--- src/core/srx_pkg.sv ---
package srx_pkg;
	// operation codes presented by the decoder
	typedef enum logic [4:0] {
		OP_NONE,
		OP_ROTATE_LEFT_CARRY,
		OP_ROTATE_RIGHT_CARRY,
		OP_LOGICAL_RIGHT_SHIFT,
		OP_ARITHMETIC_RIGHT_SHIFT,
		OP_NIBBLE_SWAP,
		OP_BIT_TO_TRANSFER_FLAG,
		OP_TRANSFER_FLAG_TO_BIT,
		OP_OVERFLOW_FLAG_SET,
		OP_OVERFLOW_FLAG_CLEAR,
		OP_SIGN_FLAG_SET,
		OP_SIGN_FLAG_CLEAR,
		OP_HALF_CARRY_SET,
		OP_HALF_CARRY_CLEAR,
		OP_ZERO_FLAG_SET,
		OP_ZERO_FLAG_CLEAR,
		OP_SLEEP,
		OP_WATCHDOG_RESTART,
		OP_BREAK
	} srx_op_t;

	// status flag bit positions
	localparam int unsigned FLAG_C = 0;
	localparam int unsigned FLAG_Z = 1;
	localparam int unsigned FLAG_N = 2;
	localparam int unsigned FLAG_V = 3;
	localparam int unsigned FLAG_S = 4;
	localparam int unsigned FLAG_H = 5;
	localparam int unsigned FLAG_T = 6;
	localparam int unsigned FLAG_I = 7;

	// values after reset
	localparam logic [7:0] RESULT_RESET = 8'h00;
	localparam logic [7:0] FLAGS_RESET = 8'h00;

	// every listed operation completes in this many clocks
	localparam int unsigned OP_CYCLES = 1;
endpackage

--- src/core/srx_exec_unit.sv ---
`timescale 1ns/1ps
module srx_exec_unit (
	input wire logic clk_sys,
	input wire logic resetn,
	input wire logic opValid,
	input wire srx_pkg::srx_op_t opCode,
	input wire logic [7:0] operand,
	input wire logic [2:0] bitSelect,
	input wire logic [7:0] flagsIn,
	output logic resultValid,
	output logic [7:0] result,
	output logic resultWrite,
	output logic [7:0] flagsOut,
	output logic sleepRequest,
	output logic watchdogRestart,
	output logic debugBreak
);
	import srx_pkg::*;

	// flag update for shifts and rotates: N from bit 7, V = N xor C, S = N xor V
	function automatic logic [7:0] shift_flags(input logic [7:0] f, input logic [7:0] r,
			input logic c);
		logic [7:0] o;
		o = f;
		o[FLAG_C] = c;
		o[FLAG_Z] = (r == 8'h00);
		o[FLAG_N] = r[7];
		o[FLAG_V] = r[7] ^ c;
		o[FLAG_S] = r[7] ^ (r[7] ^ c);
		return o;
	endfunction

	// operation decode
	wire logic isRotateLeft = opValid && (opCode == OP_ROTATE_LEFT_CARRY);
	wire logic isRotateRight = opValid && (opCode == OP_ROTATE_RIGHT_CARRY);
	wire logic isLogicalShift = opValid && (opCode == OP_LOGICAL_RIGHT_SHIFT);
	wire logic isArithShift = opValid && (opCode == OP_ARITHMETIC_RIGHT_SHIFT);
	wire logic isSwap = opValid && (opCode == OP_NIBBLE_SWAP);
	wire logic isBitToFlag = opValid && (opCode == OP_BIT_TO_TRANSFER_FLAG);
	wire logic isFlagToBit = opValid && (opCode == OP_TRANSFER_FLAG_TO_BIT);
	wire logic isSleep = opValid && (opCode == OP_SLEEP);
	wire logic isWatchdog = opValid && (opCode == OP_WATCHDOG_RESTART);
	wire logic isBreak = opValid && (opCode == OP_BREAK);

	// shifted results
	wire logic [7:0] rotateLeftVal = {operand[6:0], flagsIn[FLAG_C]};
	wire logic [7:0] rotateRightVal = {flagsIn[FLAG_C], operand[7:1]};
	wire logic [7:0] logicalShiftVal = {1'b0, operand[7:1]};
	wire logic [7:0] arithShiftVal = {operand[7], operand[7:1]};
	wire logic [7:0] swapVal = {operand[3:0], operand[7:4]};
	wire logic [7:0] bitMask = 8'h01 << bitSelect;
	wire logic [7:0] flagToBitVal = flagsIn[FLAG_T] ? (operand | bitMask) : (operand & ~bitMask);

	logic [7:0] next_result;
	logic [7:0] next_flags;
	logic next_write;

	// result and flag selection
	always_comb begin
		next_result = operand;
		next_flags = flagsIn;
		next_write = 1'b0;
		if (opValid) begin
			case (opCode)
				OP_ROTATE_LEFT_CARRY: begin
					next_result = rotateLeftVal;
					next_flags = shift_flags(flagsIn, rotateLeftVal, operand[7]);
					next_write = 1'b1;
				end
				OP_ROTATE_RIGHT_CARRY: begin
					next_result = rotateRightVal;
					next_flags = shift_flags(flagsIn, rotateRightVal, operand[0]);
					next_write = 1'b1;
				end
				OP_LOGICAL_RIGHT_SHIFT: begin
					next_result = logicalShiftVal;
					next_flags = shift_flags(flagsIn, logicalShiftVal, operand[0]);
					next_write = 1'b1;
				end
				OP_ARITHMETIC_RIGHT_SHIFT: begin
					next_result = arithShiftVal;
					next_flags = shift_flags(flagsIn, arithShiftVal, operand[0]);
					next_write = 1'b1;
				end
				OP_NIBBLE_SWAP: begin
					next_result = swapVal;
					next_write = 1'b1;
				end
				OP_BIT_TO_TRANSFER_FLAG: next_flags[FLAG_T] = operand[bitSelect];
				OP_TRANSFER_FLAG_TO_BIT: begin
					next_result = flagToBitVal;
					next_write = 1'b1;
				end
				OP_OVERFLOW_FLAG_SET: next_flags[FLAG_V] = 1'b1;
				OP_OVERFLOW_FLAG_CLEAR: next_flags[FLAG_V] = 1'b0;
				OP_SIGN_FLAG_SET: next_flags[FLAG_S] = 1'b1;
				OP_SIGN_FLAG_CLEAR: next_flags[FLAG_S] = 1'b0;
				OP_HALF_CARRY_SET: next_flags[FLAG_H] = 1'b1;
				OP_HALF_CARRY_CLEAR: next_flags[FLAG_H] = 1'b0;
				OP_ZERO_FLAG_SET: next_flags[FLAG_Z] = 1'b1;
				OP_ZERO_FLAG_CLEAR: next_flags[FLAG_Z] = 1'b0;
				default: next_flags = flagsIn; // sleep, restart, break keep flags
			endcase
		end
	end

	// result and flag registers
	always_ff @(posedge clk_sys) begin
		if (!resetn) begin
			result <= RESULT_RESET;
			flagsOut <= FLAGS_RESET;
			resultWrite <= 1'b0;
			resultValid <= 1'b0;
		end else begin
			result <= next_result;
			flagsOut <= next_flags;
			resultWrite <= next_write;
			resultValid <= opValid;
		end
	end

	// side requests to sleep, watchdog and debug logic, one-clock pulses
	always_ff @(posedge clk_sys) begin
		if (!resetn) begin
			sleepRequest <= 1'b0;
			watchdogRestart <= 1'b0;
			debugBreak <= 1'b0;
		end else begin
			sleepRequest <= isSleep;
			watchdogRestart <= isWatchdog;
			debugBreak <= isBreak;
		end
	end

	// checks
	property p_rotate_left;
		@(posedge clk_sys) disable iff (!resetn)
		isRotateLeft |=> result == {$past(operand[6:0]), $past(flagsIn[FLAG_C])}
			&& flagsOut[FLAG_C] == $past(operand[7]);
	endproperty
	a_rotate_left: assert property (p_rotate_left) else $error("rotate left wrong");

	property p_rotate_right;
		@(posedge clk_sys) disable iff (!resetn)
		isRotateRight |=> result == {$past(flagsIn[FLAG_C]), $past(operand[7:1])}
			&& flagsOut[FLAG_C] == $past(operand[0]) && flagsOut[FLAG_N] == result[7];
	endproperty
	a_rotate_right: assert property (p_rotate_right) else $error("rotate right wrong");

	property p_bit_to_flag;
		@(posedge clk_sys) disable iff (!resetn)
		isBitToFlag |=> flagsOut[FLAG_T] == $past(operand[bitSelect])
			&& flagsOut[5:0] == $past(flagsIn[5:0])
			&& flagsOut[FLAG_I] == $past(flagsIn[FLAG_I]) && !resultWrite;
	endproperty
	a_bit_to_flag: assert property (p_bit_to_flag) else $error("bit store wrong");

	property p_flag_to_bit;
		@(posedge clk_sys) disable iff (!resetn)
		isFlagToBit |=> result[$past(bitSelect)] == $past(flagsIn[FLAG_T])
			&& flagsOut == $past(flagsIn);
	endproperty
	a_flag_to_bit: assert property (p_flag_to_bit) else $error("bit load wrong");

	property p_flagset;
		@(posedge clk_sys) disable iff (!resetn)
		(opValid && opCode == OP_OVERFLOW_FLAG_SET) |=> flagsOut == ($past(flagsIn) | 8'h08);
	endproperty
	a_flagset: assert property (p_flagset) else $error("overflow set wrong");

	property p_signclr;
		@(posedge clk_sys) disable iff (!resetn)
		(opValid && opCode == OP_SIGN_FLAG_CLEAR) |=> flagsOut == ($past(flagsIn) & 8'hEF);
	endproperty
	a_signclr: assert property (p_signclr) else $error("sign clear wrong");

	property p_halfset;
		@(posedge clk_sys) disable iff (!resetn)
		(opValid && opCode == OP_HALF_CARRY_SET) |=> flagsOut == ($past(flagsIn) | 8'h20);
	endproperty
	a_halfset: assert property (p_halfset) else $error("half carry set wrong");

	property p_zeroclr;
		@(posedge clk_sys) disable iff (!resetn)
		(opValid && opCode == OP_ZERO_FLAG_CLEAR) |=> flagsOut == ($past(flagsIn) & 8'hFD);
	endproperty
	a_zeroclr: assert property (p_zeroclr) else $error("zero clear wrong");

	property p_sleep;
		@(posedge clk_sys) disable iff (!resetn)
		isSleep |=> sleepRequest && flagsOut == $past(flagsIn) && !resultWrite;
	endproperty
	a_sleep: assert property (p_sleep) else $error("sleep handling wrong");

	property p_watchdog;
		@(posedge clk_sys) disable iff (!resetn)
		watchdogRestart |-> $past(isWatchdog) && flagsOut == $past(flagsIn);
	endproperty
	a_watchdog: assert property (p_watchdog) else $error("watchdog restart wrong");

	property p_break;
		@(posedge clk_sys) disable iff (!resetn)
		isBreak |=> debugBreak && flagsOut == $past(flagsIn);
	endproperty
	a_break: assert property (p_break) else $error("break handling wrong");

	property p_shift;
		@(posedge clk_sys) disable iff (!resetn)
		(isLogicalShift || isArithShift) |=> result[6:0] == $past(operand[7:1])
			&& result[7] == ($past(isArithShift) & $past(operand[7]))
			&& flagsOut[FLAG_C] == $past(operand[0]) && flagsOut[FLAG_Z] == (result == 8'h00);
	endproperty
	a_shift: assert property (p_shift) else $error("right shift wrong");

	property p_swap;
		@(posedge clk_sys) disable iff (!resetn)
		isSwap |=> result == {$past(operand[3:0]), $past(operand[7:4])}
			&& flagsOut == $past(flagsIn);
	endproperty
	a_swap: assert property (p_swap) else $error("nibble swap wrong");
endmodule

--- config.mk ---
export PLATFORM = sky130hd
export DESIGN_NAME = srx_exec_unit
export DESIGN_NICKNAME = d
export VERILOG_FILES = /design/src/core/srx_pkg.sv /design/src/core/srx_exec_unit.sv
export SDC_FILE = /design/constraint.sdc
export NUM_CORES = 1
export LEC_CHECK = 0
export BUFFER_PORTS_ARGS = -buffer_cell sky130_fd_sc_hd__buf_2
export CORE_AREA = 2 2 55 57
export DETAILED_ROUTE_END_ITERATION = 7
export DIE_AREA = 0 0 57 59
export GPL_TIMING_DRIVEN = 0
export PLACE_DENSITY_LB_ADDON = 0.2
export RECOVER_POWER = 100
export SETUP_SLACK_MARGIN = 0.2
export SLEW_MARGIN = 0
export SYNTH_ARGS = -nofsm -noshare
export SYNTH_HDL_FRONTEND = slang
export SYNTH_SLANG_ARGS = --single-unit
export TNS_END_PERCENT = 1
--- constraint.sdc ---
create_clock -name clk_sys -period 3.1 [get_ports clk_sys]
set_clock_uncertainty 0.2 [all_clocks]
set_input_delay 0.31 -clock clk_sys [delete_from_list [all_inputs] [get_ports clk_sys]]
set_output_delay 0.31 -clock clk_sys [all_outputs]
set_load 0.02 [all_outputs]
# Word-level counts from Yosys, hierarchy flattened
# Cells that the tools add are included.
[classes]
magnitude_cmp = 1
eq_ne = 18
shift = 1
mux = 14
n_bitwise = 9
n_reduce_logical = 10
[ops]
columns = ["cell", "n"]
rows = [
  ["$pmux 8 s6", 1],
  ["$eq 5x4->1 const B", 8],
  ["$logic_not 8->1", 4],
  ["$eq 5x3->1 const B", 4],
  ["$pmux 1 s6", 3],
  ["$mux 8", 2],
  ["$eq 5x5->1 const B", 3],
  ["$eq 5x2->1 const B", 2],
  ["$and 8x8->8", 1],
  ["$not 8->8", 1],
  ["$or 8x8->8", 1],
  ["$shl 1x3->8 const A", 1],
  ["$mux 7", 1],
  ["$reduce_or 6->1", 1],
  ["$xor 1x1->1", 6],
  ["$eq 5x1->1 const B", 1],
  ["$lt 3x4->1 const B", 1],
  ["$pmux 1 s2", 2],
  ["$pmux 1 s4", 1],
  ["$bmux 1 s3", 1],
  ["$logic_and 1x1->1", 3],
  ["$mux 1", 3],
  ["$reduce_or 3->1", 1],
  ["$reduce_and 2->1", 1],
]
[totals]
reg_bits = 21
in_bits = 27
output_inout_bits = 21
word_cells = 60

# Longest topological paths before layout
[depth]
ltp_word = 6
depth_mapped = 7
depth_no_buf = 7

# Worst setup path before layout
# OpenSTA, ideal clock, no wires.
[synth_path]
path_kind = "input-to-reg"
start = "in bitSelect[0]"
end = "reg flagsOut[6]"
setup_ps = 116
arrival_ps = 1548
required_ps = 2784
slack_ps = 1236
cell_stages = 5
path_buffers = 1
path_cell_list = "clkbuf_1 > mux4_2 > mux2_2 > mux2i_1 > nor2_1"
[synth_via]
elab_chain_len = 4
[synth_lines]
columns = ["element", "line", "rtl"]
rows = [
  ["from (decl)", "srx_exec_unit.sv:8", "input wire logic [2:0] bitSelect,"],
  ["$bmux 1 s3", "srx_exec_unit.sv:89", "OP_BIT_TO_TRANSFER_FLAG: next_flags[FLAG_T] = operand[bitSelect];"],
  ["$mux 1 (implied by the code)", "srx_exec_unit.sv:89", ""],
  ["$mux 1", "srx_exec_unit.sv:64", "case (opCode)"],
  ["$mux 7", "srx_exec_unit.sv:63", "if (opValid) begin"],
  ["to (signal assigned)", "srx_exec_unit.sv:116", "flagsOut <= next_flags;"],
  ["to (decl)", "srx_exec_unit.sv:13", "output logic [7:0] flagsOut,"],
]
# No other way between the ends. The select of a mux whose other input is x is not followed.
# A chain may end at the register's enable or synchronous reset.

# Worst setup path after layout
[layout_path]
start = "in opCode[0]"
end = "reg flagsOut[1]"
[layout_via]
elab_chain_len = 3
word_cells_on_any_way = 8
classes_between = "eq/ne (6); mux (2)"
[layout_lines]
columns = ["element", "line", "rtl"]
rows = [
  ["from (decl)", "srx_exec_unit.sv:6", "input wire srx_pkg::srx_op_t opCode,"],
  ["$eq 5x4->1, or another cell as far along", "srx_exec_unit.sv:64", ""],
  ["$pmux 1 s6 *", "srx_exec_unit.sv:64", ""],
  ["$mux 7 *", "srx_exec_unit.sv:63", ""],
]
# Mark *: on every way between the ends. The rest lies on a longest branch, timed or not.

==> run_results.csv <==
group,metric,value,unit
outcome,status,"finished, final reports clean",
placement,dpl.hpwl,2.89,mm
clock_tree,clkTransAtPathRegs,0.09,ns
route,drt.antenna.violating_nets,0,
cells_and_area,layoutNonFillerInstCount,259,
cells_and_area,fillers,266,
cells_and_area,synthToLayoutAreaGrowth,15.6,%
clock_tree,cts_tree,"built",
placement,gp_congestion,0.895,
worst_hold_path,min_to,"flagsOut[7]$_SDFF_PN0_",
cells_and_area,antenna_cells,0,
sta,tns,0,ns
cells_and_area,seq_area,420,um2
sta,layout_min_cycle_time,2.21,ns
route,drt_iter0_markers,110,
grt,grt_usage,23.4,%
route,first_pass_iters,5,
clock_tree,htree_levels,1,
synth,synth_edf_count,0,
grt,antenna_found_initial,0,
floorplanning,pin_count,48,
route,vias,1565,
clock_tree,numCtsBuffers,3,
setup_path,worstSetupPathType,"primary input to flip-flop",
synth,synth_area,1440,um2
floorplanning,die_y,59,um
route,wl_met1,1.72,mm
sta,slew_headroom,36.7,%
worst_hold_path,min_path_type,"primary input to flip-flop",
route,wl_per_cell,14.9,um
synth,synthArstFlopShare,0,%
synth,ys_types,41,
floorplanning,start_util,53.1,%
route,via_per_inst,6.04,
route,finalWirelength,3.85,mm
synth,ys_ff_latch,21,
sta,min_period_over_period,71.3,%
sta,rsz0062_at_grt,"false",
synth,syn_nets,212,
power_and_ir_drop,ir_drop,385,uV
sta,slew_violations,0,
floorplanning,die_area,3360,um2
clock_tree,clockBufferDepth,2,
grt,grt_pass1_vias,1343,
placement,placed_cells,255,
setup_path,cp_cell_sequence,"clkbuf_1 > nand2b_1 > nor3_1 > nand2_2 > a2111o_1 > a21oi_1",
worst_hold_path,holdPathStages,2,
power_and_ir_drop,power,0.571,mW
synth,yosys_warnings,0,
clock_tree,clkSinkCount,21,
worst_hold_path,min-delay-start,"flagsIn[7]",
synth,synthTopCellsByCount,"dfxtp_1, nor2_1, o21ai_0",
floorplanning,fp.coreArea,2710,um2
setup_path,cpPeakStageDelay,0.80,ns
setup_path,start_kind,"primary input",
run,maxCapViolations,0,
power_and_ir_drop,leakage,0.612,nW
setup_path,cpMaxStageDelayCell,"nor3_1",
route,wl_met2,1.67,mm
synth,synth_most_common_cell,"dfxtp_1",
clock_tree,root_buffer,"clkbuf_4",
sta,holdWs,0.0182,ns
cells_and_area,multi_input_area,913,um2
grt,grt_max_degree,12,
floorplanning,die_x,57,um
synth,ys_seq_area_share,29.2,%
synth,synth_ff_type,"dfxtp_1",
grt,grt_pass1_wl,6.29,mm
route,top_layer,"met4",
sta,finalSetupViolCount,0,
synth,yosys.area.top_type,"dfxtp_1",
grt,gr-total-overflow,0,
clock_tree,cts.repair.resized,0,
setup_path,crit_arrival,2.24,ns
clock_tree,cts_hold_buf,0,
placement,port-buffer-count,40,
setup_path,required,3.13,ns
floorplanning,rows,19,
sta,worstMarginPinSlew,0.942,ns
route,drcViolationCount,0,
synth,synthTopCellsByArea,"dfxtp_1, mux2i_1, o21ai_0",
clock_tree,post_cts_buffers,0,
synth,yosysTopAreaCellShare,29.2,%
cells_and_area,layout-drive-gt1-share,13.2,%
sta,hold_viol,0,
sta,max_freq,0.452,GHz
route,route.met3.wl,408,um
setup_path,endpoint_kind,"flip-flop",
setup_path,crit_fanout,9,
synth,synth.avg_cell_area,7.82,um2
synth,synthCells,184,
cells_and_area,final_nets,257,
power_and_ir_drop,powerDensity,344,nW/um2
cells_and_area,utilization,61.4,%
registers in the layout (all words and copies together) (netlist names):
register         flops
debugBreak           1
flagsOut             8
result               8
resultValid          1
resultWrite          1
sleepRequest         1
watchdogRestart      1
stage by stage:
| step | instance area [um2] | setup WS [ns] |
|---|---|---|
| 3_5_place_dp | 1680 | 0.917 |
| 2_1_floorplan | 1440 | 1.24 |
| 5_1_grt | 1660 | 0.697 |
| 6_report | 1660 | 0.888 |
| 3_3_place_gp | 1680 | 0.973 |
| 4_1_cts | 1700 | 1.24 |
worst max path at each step:
stage	end	cells past startpoint	slack [ns]	start
after detailed placement	flagsOut[3]$_SDFF_PN0_	7	0.92	operand[0]
after global routing	flagsOut[1]$_SDFF_PN0_	6	0.70	opCode[0]
after CTS	flagsOut[3]$_SDFF_PN0_	7	1.24	operand[0]
after global placement	flagsOut[3]$_SDFF_PN0_	7	0.97	operand[0]
final	flagsOut[1]$_SDFF_PN0_	6	0.89	opCode[0]
after floorplan	flagsOut[6]$_SDFF_PN0_	5	1.24	bitSelect[0]
power by group:
part           internal (mW)  leakage, nW  total (mW)  switching (mW)
clock                 0.0501       0.0150       0.123          0.0725
combinational         0.0584        0.423       0.161           0.103
sequential             0.284        0.174       0.288         0.00320
total                  0.393        0.612       0.571           0.178
kinds of logic (layout without fill, tap and decap cells):
logic type               count (synthesis)  in the layout  share of synthesized area, %
AND/OR/NAND/NOR                         65             65                          24.4
AO/OA/AOI/OAI                           62             62                          26.9
flip-flops                              21             21                          29.2
buffers and inverters                   20             64                          6.52
multiplexers                            13             13                          10.9
XOR/XNOR                                 2              2                          1.22
adder cells (fa/ha/maj)                  1              1                         0.869
critical path: cells and delay by family:
| family | cells | cell delay [ns] |
|---|---|---|
| AO/OA/AOI/OAI | 2 | 0.59 |
| AND/OR/NAND/NOR | 3 | 1.07 |
| buffers and inverters | 1 | 0.28 |
metal layers:
metal / up-vias / track usage [%]
met5: - / 0
li1: 763 / -
met3: 6 / 2.40
met4: 0 / 11.0
met2: 94 / 34.3
met1: 702 / 34.7
placed cells by master (no fill, tap or decap), drive strengths merged, types with 8 or more instances in the layout:
| cell | n |
|---|---|
| nand2 | 8 |
| dfxtp | 21 |
| a22oi | 8 |
| a21oi | 16 |
| buf | 21 |
| o21ai | 17 |
| mux2i | 10 |
| nor2 | 20 |
| clkbuf | 38 |
| a31oi | 8 |
final cells by class:
class,instances,area share [%]
timing repair buffer,40,10.3
tap,31,2.33
multi-input combinational,143,54.9
sequential,21,25.3
buffer,15,4.44
inverter,5,1.13
clock buffer,4,1.58
Power figures use the tool's default switching activity.
